`src/common/pds_consts.svh`:
```
// timing counts, register offsets and field positions of the pulse dialling sequencer
// How it works
// cabled power: wait ten, then ten-tick prepulse
// contact power: entry period, then raise mute
// stored keycode: raise mute, time inter-digit pause
// pause over: digit active, load keycode count
// digit done: drop active, advance read pointer
// pointers equal: drop mute, conversation mode
// enable low past reset delay: standby
// pause request stops train after digit
// keycodes still stored during pause request
// request released: full pause before resuming
// far side raises, then lowers pause request
// gated output is pulse AND mute, or the prepulse
// inter-digit pause is eight pulse periods
// break three fifths, make two fifths
// rate select picks normal or test clock
// digits one to nine, zero gives ten
// line made whenever no digit active
`ifndef PDS_CONSTS_SVH
`define PDS_CONSTS_SVH

`define PDS_CLK_PERIOD_NS 10
`define PDS_TDP_NORMAL_NS 98700000
`define PDS_TDP_TEST_NS 1073000
`define PDS_TICKS_PER_TDP 30
`define PDS_TICK_NORMAL_CYC (`PDS_TDP_NORMAL_NS / (`PDS_CLK_PERIOD_NS * `PDS_TICKS_PER_TDP))
`define PDS_TICK_TEST_CYC (`PDS_TDP_TEST_NS / (`PDS_CLK_PERIOD_NS * `PDS_TICKS_PER_TDP))
`define PDS_STARTUP_NS 4000000
`define PDS_STARTUP_CYC (`PDS_STARTUP_NS / `PDS_CLK_PERIOD_NS)

`define PDS_PRE_WAIT_TICKS 19'd10
`define PDS_PREPULSE_TICKS 19'd10
`define PDS_ENTRY_TICKS 19'd4
`define PDS_PAUSE_TICKS 19'd240
`define PDS_BREAK_TICKS 19'd18
`define PDS_MAKE_TICKS 19'd12
`define PDS_RESET_DELAY_TICKS 6'd48

`define PDS_ADR_CTRL 8'h00
`define PDS_ADR_KEY 8'h04
`define PDS_ADR_STATUS 8'h08

`define PDS_CTRL_NEW_CALL 0
`define PDS_CTRL_REDIAL 1
`define PDS_ST_MUTE 0
`define PDS_ST_DIGIT 1
`define PDS_ST_PULSE 2
`define PDS_ST_HOLD 3
`define PDS_ST_STANDBY 4
`define PDS_ST_FULL 5
`define PDS_ST_RD_LSB 8
`define PDS_ST_WR_LSB 16

`define PDS_RAM_DEPTH 23
`define PDS_RST_PTR 5'h00

`endif

```
`src/common/pds_pkg.sv`:
```
// types of the pulse dialling sequencer
package pds_pkg;
  typedef enum logic [3:0] {
    PDS_STANDBY,
    PDS_STARTUP,
    PDS_PRE_WAIT,
    PDS_PREPULSE,
    PDS_ENTRY,
    PDS_IDLE,
    PDS_PAUSE,
    PDS_BREAK,
    PDS_MAKE,
    PDS_HOLD
  } pds_state_t;
  typedef logic [3:0] pds_key_t;
endpackage : pds_pkg

```
`src/verilog/pds_keycode_ram.sv`:
```
// keycode store with registered read data
`timescale 1ns/1ps
`default_nettype none
module pds_keycode_ram #(
  parameter int DEPTH = 23,
  parameter int PTR_W = 5,
  parameter int KEY_W = 4
) (
  // clock
  input wire logic clk_i,
  // write side
  input wire logic we_i,
  input wire logic [PTR_W-1:0] waddr_i,
  input wire logic [KEY_W-1:0] wdata_i,
  // read side
  input wire logic [PTR_W-1:0] raddr_i,
  output logic [KEY_W-1:0] rdata_o
);
  // contents survive reset so that a stored number can be redialled
  logic [KEY_W-1:0] mem [DEPTH];

  always_ff @(posedge clk_i) begin
    if (we_i) begin
      mem[waddr_i] <= wdata_i;
    end
    rdata_o <= mem[raddr_i];
  end
endmodule : pds_keycode_ram
`default_nettype wire

```
`src/verilog/pds_sequencer.sv`:
```
// pulse dialling sequencer with wishbone keycode port
//
// The implementer's own choices: the Wishbone slave port and the placing of the registers.
`timescale 1ns/1ps
`default_nettype none
`include "pds_consts.svh"
module pds_sequencer #(
  parameter int TICK_NORMAL = `PDS_TICK_NORMAL_CYC,
  parameter int TICK_TEST = `PDS_TICK_TEST_CYC,
  parameter int STARTUP_CYC = `PDS_STARTUP_CYC,
  parameter int DEPTH = `PDS_RAM_DEPTH,
  parameter int PTR_W = 5
) (
  // clock and reset
  input wire logic clk_i,
  input wire logic rst_i,
  // wishbone slave
  input wire logic wb_cyc_i,
  input wire logic wb_stb_i,
  input wire logic wb_we_i,
  input wire logic [7:0] wb_adr_i,
  input wire logic [3:0] wb_sel_i,
  input wire logic [31:0] wb_dat_i,
  output logic [31:0] wb_dat_o,
  output logic wb_ack_o,
  // pins
  input wire logic chip_enable_i,
  input wire logic hold_i,
  input wire logic rate_select_in_i,
  input wire logic contact_supply_i,
  output logic line_pulse_out_o,
  output logic mute_out_o,
  output logic mute_out_n_o,
  output logic gated_pulse_out_o
);
  import pds_pkg::*;

  // pin synchronisers: bit0 enable, bit1 hold, bit2 rate, bit3 contact
  logic [3:0] pin_meta;
  logic [3:0] pin_sync;
  always_ff @(posedge clk_i) begin
    if (rst_i) begin
      pin_meta <= 4'h0;
      pin_sync <= 4'h0;
    end else begin
      pin_meta <= {contact_supply_i, rate_select_in_i, hold_i, chip_enable_i};
      pin_sync <= pin_meta;
    end
  end
  logic ce_s;
  logic hold_s;
  logic rate_s;
  logic contact_s;
  assign ce_s = pin_sync[0];
  assign hold_s = pin_sync[1];
  assign rate_s = pin_sync[2];
  assign contact_s = pin_sync[3];

  function automatic logic [PTR_W-1:0] fn_ptr_inc(input logic [PTR_W-1:0] p);
    fn_ptr_inc = (p == PTR_W'(DEPTH - 1)) ? '0 : p + PTR_W'(1);
  endfunction : fn_ptr_inc

  function automatic logic fn_done(input logic [18:0] t, input logic [18:0] n, input logic tk);
    fn_done = tk && (t == n - 19'd1);
  endfunction : fn_done

  function automatic logic [3:0] fn_pulses(input pds_key_t k);
    if (k == 4'h0) begin
      fn_pulses = 4'ha;
    end else if (k <= 4'h9) begin
      fn_pulses = k;
    end else begin
      fn_pulses = 4'h0;
    end
  endfunction : fn_pulses

  // system tick: one thirtieth of a dialling pulse period
  logic [18:0] tick_cnt;
  logic [18:0] next_tick_cnt;
  logic [18:0] tick_lim;
  logic tick;
  always_comb begin
    tick_lim = rate_s ? 19'(TICK_TEST - 1) : 19'(TICK_NORMAL - 1);
    // >= keeps the divider sane when rate select rises mid-count
    tick = (tick_cnt >= tick_lim);
    next_tick_cnt = tick ? 19'h0 : tick_cnt + 19'h1;
  end
  always_ff @(posedge clk_i) begin
    if (rst_i) begin
      tick_cnt <= 19'h0;
    end else begin
      tick_cnt <= next_tick_cnt;
    end
  end

  // wishbone decode
  logic fifo_full;
  logic fifo_empty;
  logic wb_hit;
  logic key_wr;
  logic ctrl_wr;
  logic next_ack;
  logic [31:0] next_dat;
  logic [31:0] status;
  pds_state_t state;
  logic mute;
  logic [PTR_W-1:0] rd_ptr;
  logic [PTR_W-1:0] wr_ptr;
  always_comb begin
    wb_hit = wb_cyc_i && wb_stb_i && !wb_ack_o;
    // a keycode write waits for buffer room instead of being dropped
    next_ack = wb_hit && !(wb_we_i && wb_adr_i == `PDS_ADR_KEY && fifo_full);
    key_wr = next_ack && wb_we_i && wb_adr_i == `PDS_ADR_KEY && wb_sel_i[0];
    ctrl_wr = next_ack && wb_we_i && wb_adr_i == `PDS_ADR_CTRL && wb_sel_i[0];
    status = 32'h0;
    status[`PDS_ST_MUTE] = mute;
    status[`PDS_ST_DIGIT] = (state == PDS_BREAK) || (state == PDS_MAKE);
    status[`PDS_ST_PULSE] = line_pulse_out_o;
    status[`PDS_ST_HOLD] = (state == PDS_HOLD);
    status[`PDS_ST_STANDBY] = (state == PDS_STANDBY);
    status[`PDS_ST_FULL] = fifo_full;
    status[`PDS_ST_RD_LSB +: PTR_W] = rd_ptr;
    status[`PDS_ST_WR_LSB +: PTR_W] = wr_ptr;
    next_dat = 32'h0;
    if (next_ack && !wb_we_i && wb_adr_i == `PDS_ADR_STATUS) begin
      next_dat = status;
    end
  end
  always_ff @(posedge clk_i) begin
    if (rst_i) begin
      wb_ack_o <= 1'b0;
      wb_dat_o <= 32'h0;
    end else begin
      wb_ack_o <= next_ack;
      wb_dat_o <= next_dat;
    end
  end

  logic new_call;
  logic redial;
  assign new_call = ctrl_wr && wb_dat_i[`PDS_CTRL_NEW_CALL];
  assign redial = ctrl_wr && wb_dat_i[`PDS_CTRL_REDIAL];

  // two-entry keycode buffer and ram writer
  pds_key_t fifo_q0;
  pds_key_t fifo_q1;
  logic [1:0] fifo_cnt;
  pds_key_t next_q0;
  pds_key_t next_q1;
  logic [1:0] next_fifo_cnt;
  logic [PTR_W-1:0] next_wr_ptr;
  logic ram_we;
  always_comb begin
    fifo_full = (fifo_cnt == 2'd2);
    fifo_empty = (fifo_cnt == 2'd0);
    // entries are stored even under a pause request; only standby or a low enable blocks them
    ram_we = !fifo_empty && ce_s && (state != PDS_STANDBY);
    next_q0 = fifo_q0;
    next_q1 = fifo_q1;
    next_fifo_cnt = fifo_cnt;
    next_wr_ptr = wr_ptr;
    if (ram_we) begin
      next_q0 = fifo_q1;
      next_wr_ptr = fn_ptr_inc(wr_ptr);
    end
    case ({key_wr, ram_we})
      2'b10: begin
        if (fifo_cnt == 2'd0) begin
          next_q0 = wb_dat_i[3:0];
        end else begin
          next_q1 = wb_dat_i[3:0];
        end
        next_fifo_cnt = fifo_cnt + 2'd1;
      end
      2'b01: begin
        next_fifo_cnt = fifo_cnt - 2'd1;
      end
      2'b11: begin
        if (fifo_cnt == 2'd1) begin
          next_q0 = wb_dat_i[3:0];
        end else begin
          next_q1 = wb_dat_i[3:0];
        end
      end
      default: begin
        next_fifo_cnt = fifo_cnt;
      end
    endcase
    if (new_call) begin
      next_wr_ptr = `PDS_RST_PTR;
    end
  end
  always_ff @(posedge clk_i) begin
    if (rst_i) begin
      fifo_q0 <= 4'h0;
      fifo_q1 <= 4'h0;
      fifo_cnt <= 2'd0;
      wr_ptr <= `PDS_RST_PTR;
    end else begin
      fifo_q0 <= next_q0;
      fifo_q1 <= next_q1;
      fifo_cnt <= next_fifo_cnt;
      wr_ptr <= next_wr_ptr;
    end
  end

  pds_key_t ram_rdata;
  pds_keycode_ram #(
    .DEPTH(DEPTH),
    .PTR_W(PTR_W),
    .KEY_W(4)
  ) u_ram (
    .clk_i(clk_i),
    .we_i(ram_we),
    .waddr_i(wr_ptr),
    .wdata_i(fifo_q0),
    .raddr_i(rd_ptr),
    .rdata_o(ram_rdata)
  );

  // dialling sequencer
  pds_state_t next_state;
  logic [18:0] timer;
  logic [18:0] next_timer;
  logic [3:0] pulses;
  logic [3:0] next_pulses;
  logic [PTR_W-1:0] next_rd_ptr;
  logic next_mute;
  logic [5:0] ce_low;
  logic [5:0] next_ce_low;
  logic pend;
  always_comb begin
    next_state = state;
    next_timer = tick ? timer + 19'd1 : timer;
    next_pulses = pulses;
    next_rd_ptr = rd_ptr;
    next_mute = mute;
    next_ce_low = ce_s ? 6'd0 : ce_low;
    pend = (rd_ptr != wr_ptr);
    case (state)
      PDS_STANDBY: begin
        next_mute = 1'b0;
        next_rd_ptr = wr_ptr;
        if (ce_s) begin
          next_state = PDS_STARTUP;
          next_timer = 19'd0;
        end
      end
      PDS_STARTUP: begin
        // oscillator start-up is counted in plain cycles
        next_timer = timer + 19'd1;
        if (timer == 19'(STARTUP_CYC - 1)) begin
          next_state = contact_s ? PDS_ENTRY : PDS_PRE_WAIT;
          next_timer = 19'd0;
        end
      end
      PDS_PRE_WAIT: begin
        if (fn_done(timer, `PDS_PRE_WAIT_TICKS, tick)) begin
          next_state = PDS_PREPULSE;
          next_timer = 19'd0;
          next_mute = 1'b1;
        end
      end
      PDS_PREPULSE: begin
        if (fn_done(timer, `PDS_PREPULSE_TICKS, tick)) begin
          next_state = PDS_IDLE;
          next_mute = 1'b0;
        end
      end
      PDS_ENTRY: begin
        if (fn_done(timer, `PDS_ENTRY_TICKS, tick)) begin
          next_mute = 1'b1;
          next_state = PDS_PAUSE;
          next_timer = 19'd0;
        end
      end
      PDS_IDLE: begin
        if (pend && !hold_s) begin
          next_mute = 1'b1;
          next_state = PDS_PAUSE;
          next_timer = 19'd0;
        end else if (pend) begin
          next_mute = 1'b1;
          next_state = PDS_HOLD;
        end
      end
      PDS_PAUSE: begin
        if (fn_done(timer, `PDS_PAUSE_TICKS, tick)) begin
          next_timer = 19'd0;
          if (hold_s) begin
            next_state = PDS_HOLD;
          end else if (!pend) begin
            next_state = PDS_IDLE;
            next_mute = 1'b0;
          end else if (fn_pulses(ram_rdata) == 4'h0) begin
            next_rd_ptr = fn_ptr_inc(rd_ptr);
          end else begin
            next_pulses = fn_pulses(ram_rdata);
            next_state = PDS_BREAK;
          end
        end
      end
      PDS_BREAK: begin
        if (fn_done(timer, `PDS_BREAK_TICKS, tick)) begin
          next_state = PDS_MAKE;
          next_timer = 19'd0;
        end
      end
      PDS_MAKE: begin
        if (fn_done(timer, `PDS_MAKE_TICKS, tick)) begin
          next_timer = 19'd0;
          next_pulses = pulses - 4'd1;
          if (pulses == 4'd1) begin
            next_rd_ptr = fn_ptr_inc(rd_ptr);
            if (hold_s) begin
              next_state = PDS_HOLD;
            end else if (fn_ptr_inc(rd_ptr) != wr_ptr) begin
              next_state = PDS_PAUSE;
            end else begin
              next_state = PDS_IDLE;
              next_mute = 1'b0;
            end
          end else begin
            next_state = PDS_BREAK;
          end
        end
      end
      PDS_HOLD: begin
        if (!hold_s) begin
          next_state = PDS_PAUSE;
          next_timer = 19'd0;
        end
      end
      default: begin
        next_state = PDS_STANDBY;
      end
    endcase
    if (redial) begin
      next_rd_ptr = `PDS_RST_PTR;
    end
    if (new_call) begin
      next_rd_ptr = `PDS_RST_PTR;
    end
    // short enable dips are ridden out; a long one ends the call
    if (!ce_s && state != PDS_STANDBY && tick) begin
      next_ce_low = ce_low + 6'd1;
      if (ce_low == `PDS_RESET_DELAY_TICKS - 6'd1) begin
        next_state = PDS_STANDBY;
        next_mute = 1'b0;
        next_ce_low = 6'd0;
      end
    end
  end
  always_ff @(posedge clk_i) begin
    if (rst_i) begin
      state <= PDS_STANDBY;
      timer <= 19'd0;
      pulses <= 4'd0;
      rd_ptr <= `PDS_RST_PTR;
      mute <= 1'b0;
      ce_low <= 6'd0;
    end else begin
      state <= next_state;
      timer <= next_timer;
      pulses <= next_pulses;
      rd_ptr <= next_rd_ptr;
      mute <= next_mute;
      ce_low <= next_ce_low;
    end
  end

  // pin outputs, registered
  logic next_line;
  logic next_gated;
  always_comb begin
    next_line = (next_state == PDS_BREAK);
    // the prepulse also reaches the gated pin so a bistable relay de-mutes
    next_gated = (next_line && next_mute) || (next_state == PDS_PREPULSE);
  end
  always_ff @(posedge clk_i) begin
    if (rst_i) begin
      line_pulse_out_o <= 1'b0;
      mute_out_o <= 1'b0;
      mute_out_n_o <= 1'b1;
      gated_pulse_out_o <= 1'b0;
    end else begin
      line_pulse_out_o <= next_line;
      mute_out_o <= next_mute;
      mute_out_n_o <= !next_mute;
      gated_pulse_out_o <= next_gated;
    end
  end
endmodule : pds_sequencer
`default_nettype wire

```
`config.mk`:
```
export PLATFORM = sky130hd
export DESIGN_NAME = pds_sequencer
export DESIGN_NICKNAME = d
export VERILOG_FILES = /design/src/common/pds_pkg.sv /design/src/verilog/pds_keycode_ram.sv /design/src/verilog/pds_sequencer.sv
export VERILOG_INCLUDE_DIRS = /design/src /design/src/common
export SDC_FILE = /design/constraint.sdc
export NUM_CORES = 1
export LEC_CHECK = 0
export BUFFER_PORTS_ARGS = -buffer_cell sky130_fd_sc_hd__buf_4
export CORE_MARGIN = 4
export CORE_UTILIZATION = 25
export CTS_CLUSTER_DIAMETER = 120
export DETAILED_ROUTE_END_ITERATION = 12
export PLACE_DENSITY_LB_ADDON = 0.3
export SLEW_MARGIN = 20
export SYNTH_ARGS = -nofsm -noshare
export SYNTH_HDL_FRONTEND = slang
export SYNTH_HIERARCHICAL = 1
export SYNTH_SLANG_ARGS = --single-unit
```
`constraint.sdc`:
```
create_clock -name clk_i -period 3.3 [get_ports clk_i]
set_clock_uncertainty 0.2 [all_clocks]
set_input_delay 0.33 -clock clk_i [delete_from_list [all_inputs] [get_ports clk_i]]
set_output_delay 0.33 -clock clk_i [all_outputs]
set_load 0.03 [all_outputs]
```
==> run summary <==
The run finished with clean final reports. Summing the areas of all and, or, nand and nor instances in the mapped netlist gives 19.0% of the synthesized area. Cell type contributing the most total cell area after synthesis: sky130_fd_sc_hd__edfxtp_1.

The overall die height came out at 202 um. The count of distinct cell types in the synthesized netlist was 76; the die area was 40700 um^2. In the final timing run, aggregate negative setup slack is 0 ps.

After the last flow step, the layout net total stands at 1039. In the synthesized netlist the dominant register cell turns out to be sky130_fd_sc_hd__dfxtp_1. The logs give 10.1 mm for the routed length on met1 and 15.1 mm for the sum of net half-perimeters after detailed placement. Global routing used 10.7% of the available tracks. Synthesis produced 882 cells.

At the pin with the least slew margin, the transition time is 874 ps. The synthesized design devotes to its leading area cell type 29.4% of total area. Clock tree synthesis found a total of 197 sinks. The largest single stage delay on the critical path is 430 ps.

In this run the worst hold path is classified as in2reg. At the placement stage, the worst setup path has a slack of -1.39 ps. For this run, asynchronously set or reset flops after synthesis account for 0%.

The total power density per cell area was 429 nW/um^2. The slowest stage of the critical path is the sky130_fd_sc_hd__o41a_1 cell. The logs give 0 for the max-capacitance violation count and 4870 um^2 for the register area. After the first detailed-routing iteration, the DRC count stood at 345.

STA classifies the critical path endpoint as a flip-flop. The utilization after layout came out at 30.6%. In this run the standard cell core region covers 36800 um^2. The worst ir drop on vdd was 0.364 mV. Summing the areas of all compound-gate instances in the mapped netlist gives 11.5% of the synthesized area. Adder-cell share of the synthesized area: 2.93%.

Ranked by instance count, the synthesized netlist is headed by sky130_fd_sc_hd__nor2_1 (114), sky130_fd_sc_hd__dfxtp_1 (105), sky130_fd_sc_hd__edfxtp_1 (92). Via count of the first global-routing pass: 6603. The number of filler instances in the final layout came out at 3820.

The run gives 6 as the warning count from the yosys run. The post-detailed-routing wire length was 21.7 mm; the clock latency on the worst-skew pair was 460 ps. Including well taps, the total number of placed cells is 1400.

The final hold violation count was 0. After detailed routing, the average wire length per cell comes to 15.0 um. The top layer reached by signal wires is met4. After synthesis, the largest family of logic cells by area is simple AND/OR/NAND/NOR gates. Combinational logic burns 4.0% of the power. The worst setup path is of the reg2reg kind. Buffers inserted during clock tree synthesis total 17. After synthesis, the cell types taking the most area are sky130_fd_sc_hd__edfxtp_1 (29%), sky130_fd_sc_hd__dfxtp_1 (22%), sky130_fd_sc_hd__mux4_2 (4.8%), sky130_fd_sc_hd__nor2_1 (4.6%), sky130_fd_sc_hd__ha_1 (2.9%). For the final-report max-slew violation count, the log shows 0. Grouping stages by cell kind, the critical path spends the most delay in compound AO/OA/AOI/OAI gates. At the worst endpoint, the required time is 3440 ps. The worst slew margin relative to its limit was 41.6%.

The number of antenna diodes in the final layout is 0. Setup violations remaining at the end of the flow were counted as 0. Averaged over all synthesized cells, the footprint is 10.6 um^2. Setup repair after global routing could not meet its margin everywhere. The tools report the maximum number of pins on one net before global-route repair as 38. CTS clock-pin slew for the worst setup and hold paths: 80 ps.

The proportion of total power due to net switching came out at 24.5%. Counting along the longest clock path gives a buffer depth of 2. The logs give 3410 ps for the critical path arrival and 0 for the initial antenna violation count. The internal power of the cells totals 3.65 mW.

In this run the worst path has a maximum fanout of 8. Routability-driven placement finished with a final weighted congestion of 0.812. In this run the clock root is driven by a sky130_fd_sc_hd__clkbuf_16.

The count of standard-cell rows was 70. The port buffer count works out to 42. Timing would allow up to 0.306 GHz. For this configuration, the core starts out at a cell density of 25.5%.

CTS built an H-tree with a depth of 4. For the overflow left after global routing, the log shows 0. The net switching power is 1.19 mW, and the post-synthesis mux area share is 7.15%. The cell area that synthesis handed to floorplanning was 9390 um^2. After Yosys synthesis, XOR and XNOR cells account for 3.27% of the synthesized area. Of the cells placed in the final design, the portion with a size suffix greater than 1 is 19.8%. The count of nets left with antenna violations once routing finished came out at 0. The run gives 6695 as the routed via count. Detailed routing placed a total of 10.8 mm of wire on met2. The leakage power of the design is 3.91 nW.

Sum of buffers and inverters on the critical path: 4. Detailed routing placed a total of 580 um of wire on met3. 90 I/O pins were placed. First-pass iteration count of the detailed router: 5. Using the TritonRoute via totals, the vias-per-cell ratio works out to 4.63. The x dimension of the die came out at 202 um. Dividing the final minimum period by the clock period gives 99.1%.

The area of the multi-input gates is 4320 um^2, and the number of storage elements in the synthesis netlist is 197. The wire length of the first global-routing pass is 35.3 mm. TritonCTS built the clock tree. Excluding fillers, the count of instances in the completed layout stands at 1445. The critical path goes through inv_4, ha_4, inv_2, a211o_1, o41a_1, a2111oi_4, buf_4, a31oi_4, or3_4, o21bai_4, clkbuf_16, a21oi_2. The minimum clock period is 3270 ps, and the post-detailed-route DRC marker count is 0. Setup slack closes at 29.5 ps. Area growth from synthesis to layout: 20.1%. In this run, flip-flops and latches consume 52.9% of the power. The sequential share of the synthesized area is 51.8%. In the post-synthesis netlist, the cell with the most instances is sky130_fd_sc_hd__nor2_1. The worst setup path is launched from a flip-flop. In this run, the clock network consumes 43.1% of the power. The count of flip-flops with a built-in enable after synthesis works out to 92.
placed cells by master, fill, tap and decap left out, types with 10 or more instances in the layout:
master,Yosys,layout
sky130_fd_sc_hd__a211oi_1,18,16
sky130_fd_sc_hd__a21oi_1,37,34
sky130_fd_sc_hd__and2_1,15,15
sky130_fd_sc_hd__and3_1,12,12
sky130_fd_sc_hd__buf_4,16,89
sky130_fd_sc_hd__clkbuf_16,0,18
sky130_fd_sc_hd__conb_1,1,16
sky130_fd_sc_hd__dfxtp_1,105,101
sky130_fd_sc_hd__dlygate4sd3_1,0,10
sky130_fd_sc_hd__edfxtp_1,92,92
sky130_fd_sc_hd__ha_1,22,18
sky130_fd_sc_hd__inv_1,23,21
sky130_fd_sc_hd__mux2i_1,13,13
sky130_fd_sc_hd__mux4_2,20,20
sky130_fd_sc_hd__nand2_1,49,49
sky130_fd_sc_hd__nand3_1,33,32
sky130_fd_sc_hd__nor2_1,114,114
sky130_fd_sc_hd__nor2b_1,26,26
sky130_fd_sc_hd__nor3_1,26,23
sky130_fd_sc_hd__nor4_1,10,10
sky130_fd_sc_hd__o21ai_0,43,40
sky130_fd_sc_hd__or3_1,20,19
sky130_fd_sc_hd__xnor2_1,17,17
sky130_fd_sc_hd__xor2_1,18,18
per-stage QoR:
stage	instance area, um^2	power, mW	hold slack [ps]
global route	11300	5.02	73.4
detailed placement	10400	2.79	231
finish	11300	4.84	50.5
floorplan	9440	2.74	214
CTS	11100	4.90	12.3
global placement	10400	2.79	221
flip-flops by register name, indices dropped and copies added, names as in the netlist, 2 cells and up:
signal,flops
fifo_q0,4
fifo_cnt,2
wr_ptr,5
u_ram/rdata_o,4
tick_cnt,19
state,4
ce_low,6
fifo_q1,4
rd_ptr,5
timer,19
pulses,4
pin_meta,4
wb_dat_o,16
pin_sync,4
u_ram/mem,92
power by group through the flow:
stage	registers, mW	logic [mW]	clock network, mW
4_1_cts	2.56	0.185	2.16
3_3_place_gp	2.61	0.175	0
5_1_grt	2.56	0.212	2.25
2_1_floorplan	2.61	0.131	0
3_5_place_dp	2.61	0.175	0
6_report	2.56	0.194	2.08
layout make-up:
class / count / share of cell area [%]
sequential: 197 / 43.2
clock buffer: 17 / 3.78
clock inverter: 15 / 1.48
multi-input combinational: 624 / 38.3
timing repair buffer: 101 / 7.22
tap: 468 / 5.20
inverter: 23 / 0.788
kinds of logic (layout without fill, tap and decap cells):
family | after synthesis | in the layout
flops | 197 | 197
fa+ha+maj | 22 | 22
compound gates | 157 | 157
buf+inv | 76 | 156
xor+xnor | 35 | 35
mux | 41 | 41
other cells | 1 | 16
simple gates | 353 | 353
path summary, 6_finish.rpt:
kind | startpoint | endpoint | slack [ps] | cells past startpoint
max | pin_sync[2]$_SDFF_PP0_ | timer[2]$_SDFF_PP0_ | 30 | 12
min | wb_adr_i[3] | wb_dat_o[18]$_SDFF_PP0_ | 50 | 3
max reg2reg | pin_sync[2]$_SDFF_PP0_ | timer[2]$_SDFF_PP0_ | 30 | 12
min reg2reg | tick_cnt[0]$_SDFF_PP0_ | tick_cnt[0]$_SDFF_PP0_ | 240 | 1
worst min-delay path: cells and delay by family:
family / cells / cell delay, ps
AND/OR/NAND/NOR: 2 / 210
buffers and inverters: 1 / 110
metal layers:
metal  vias up  global-route usage (%)
met4         0                    3.44
met5         -                       0
li1       3358                       -
met2        72                    17.8
met3        21                    2.06
met1      3244                    14.1
repair_timing:
| action | CTS | global route |
|---|---|---|
| gates cloned | 0 | 1 |
| pin swaps | 1 | 11 |
| setup buffers | 0 | 2 |
| endpoints found under the hold margin | 13 | 0 |
| setup endpoints to repair | 4 | 33 |
| gates resized for setup | 1 | 31 |
| hold buffers | 10 | 0 |
No activity file was read; power rests on OpenSTA's default activity.
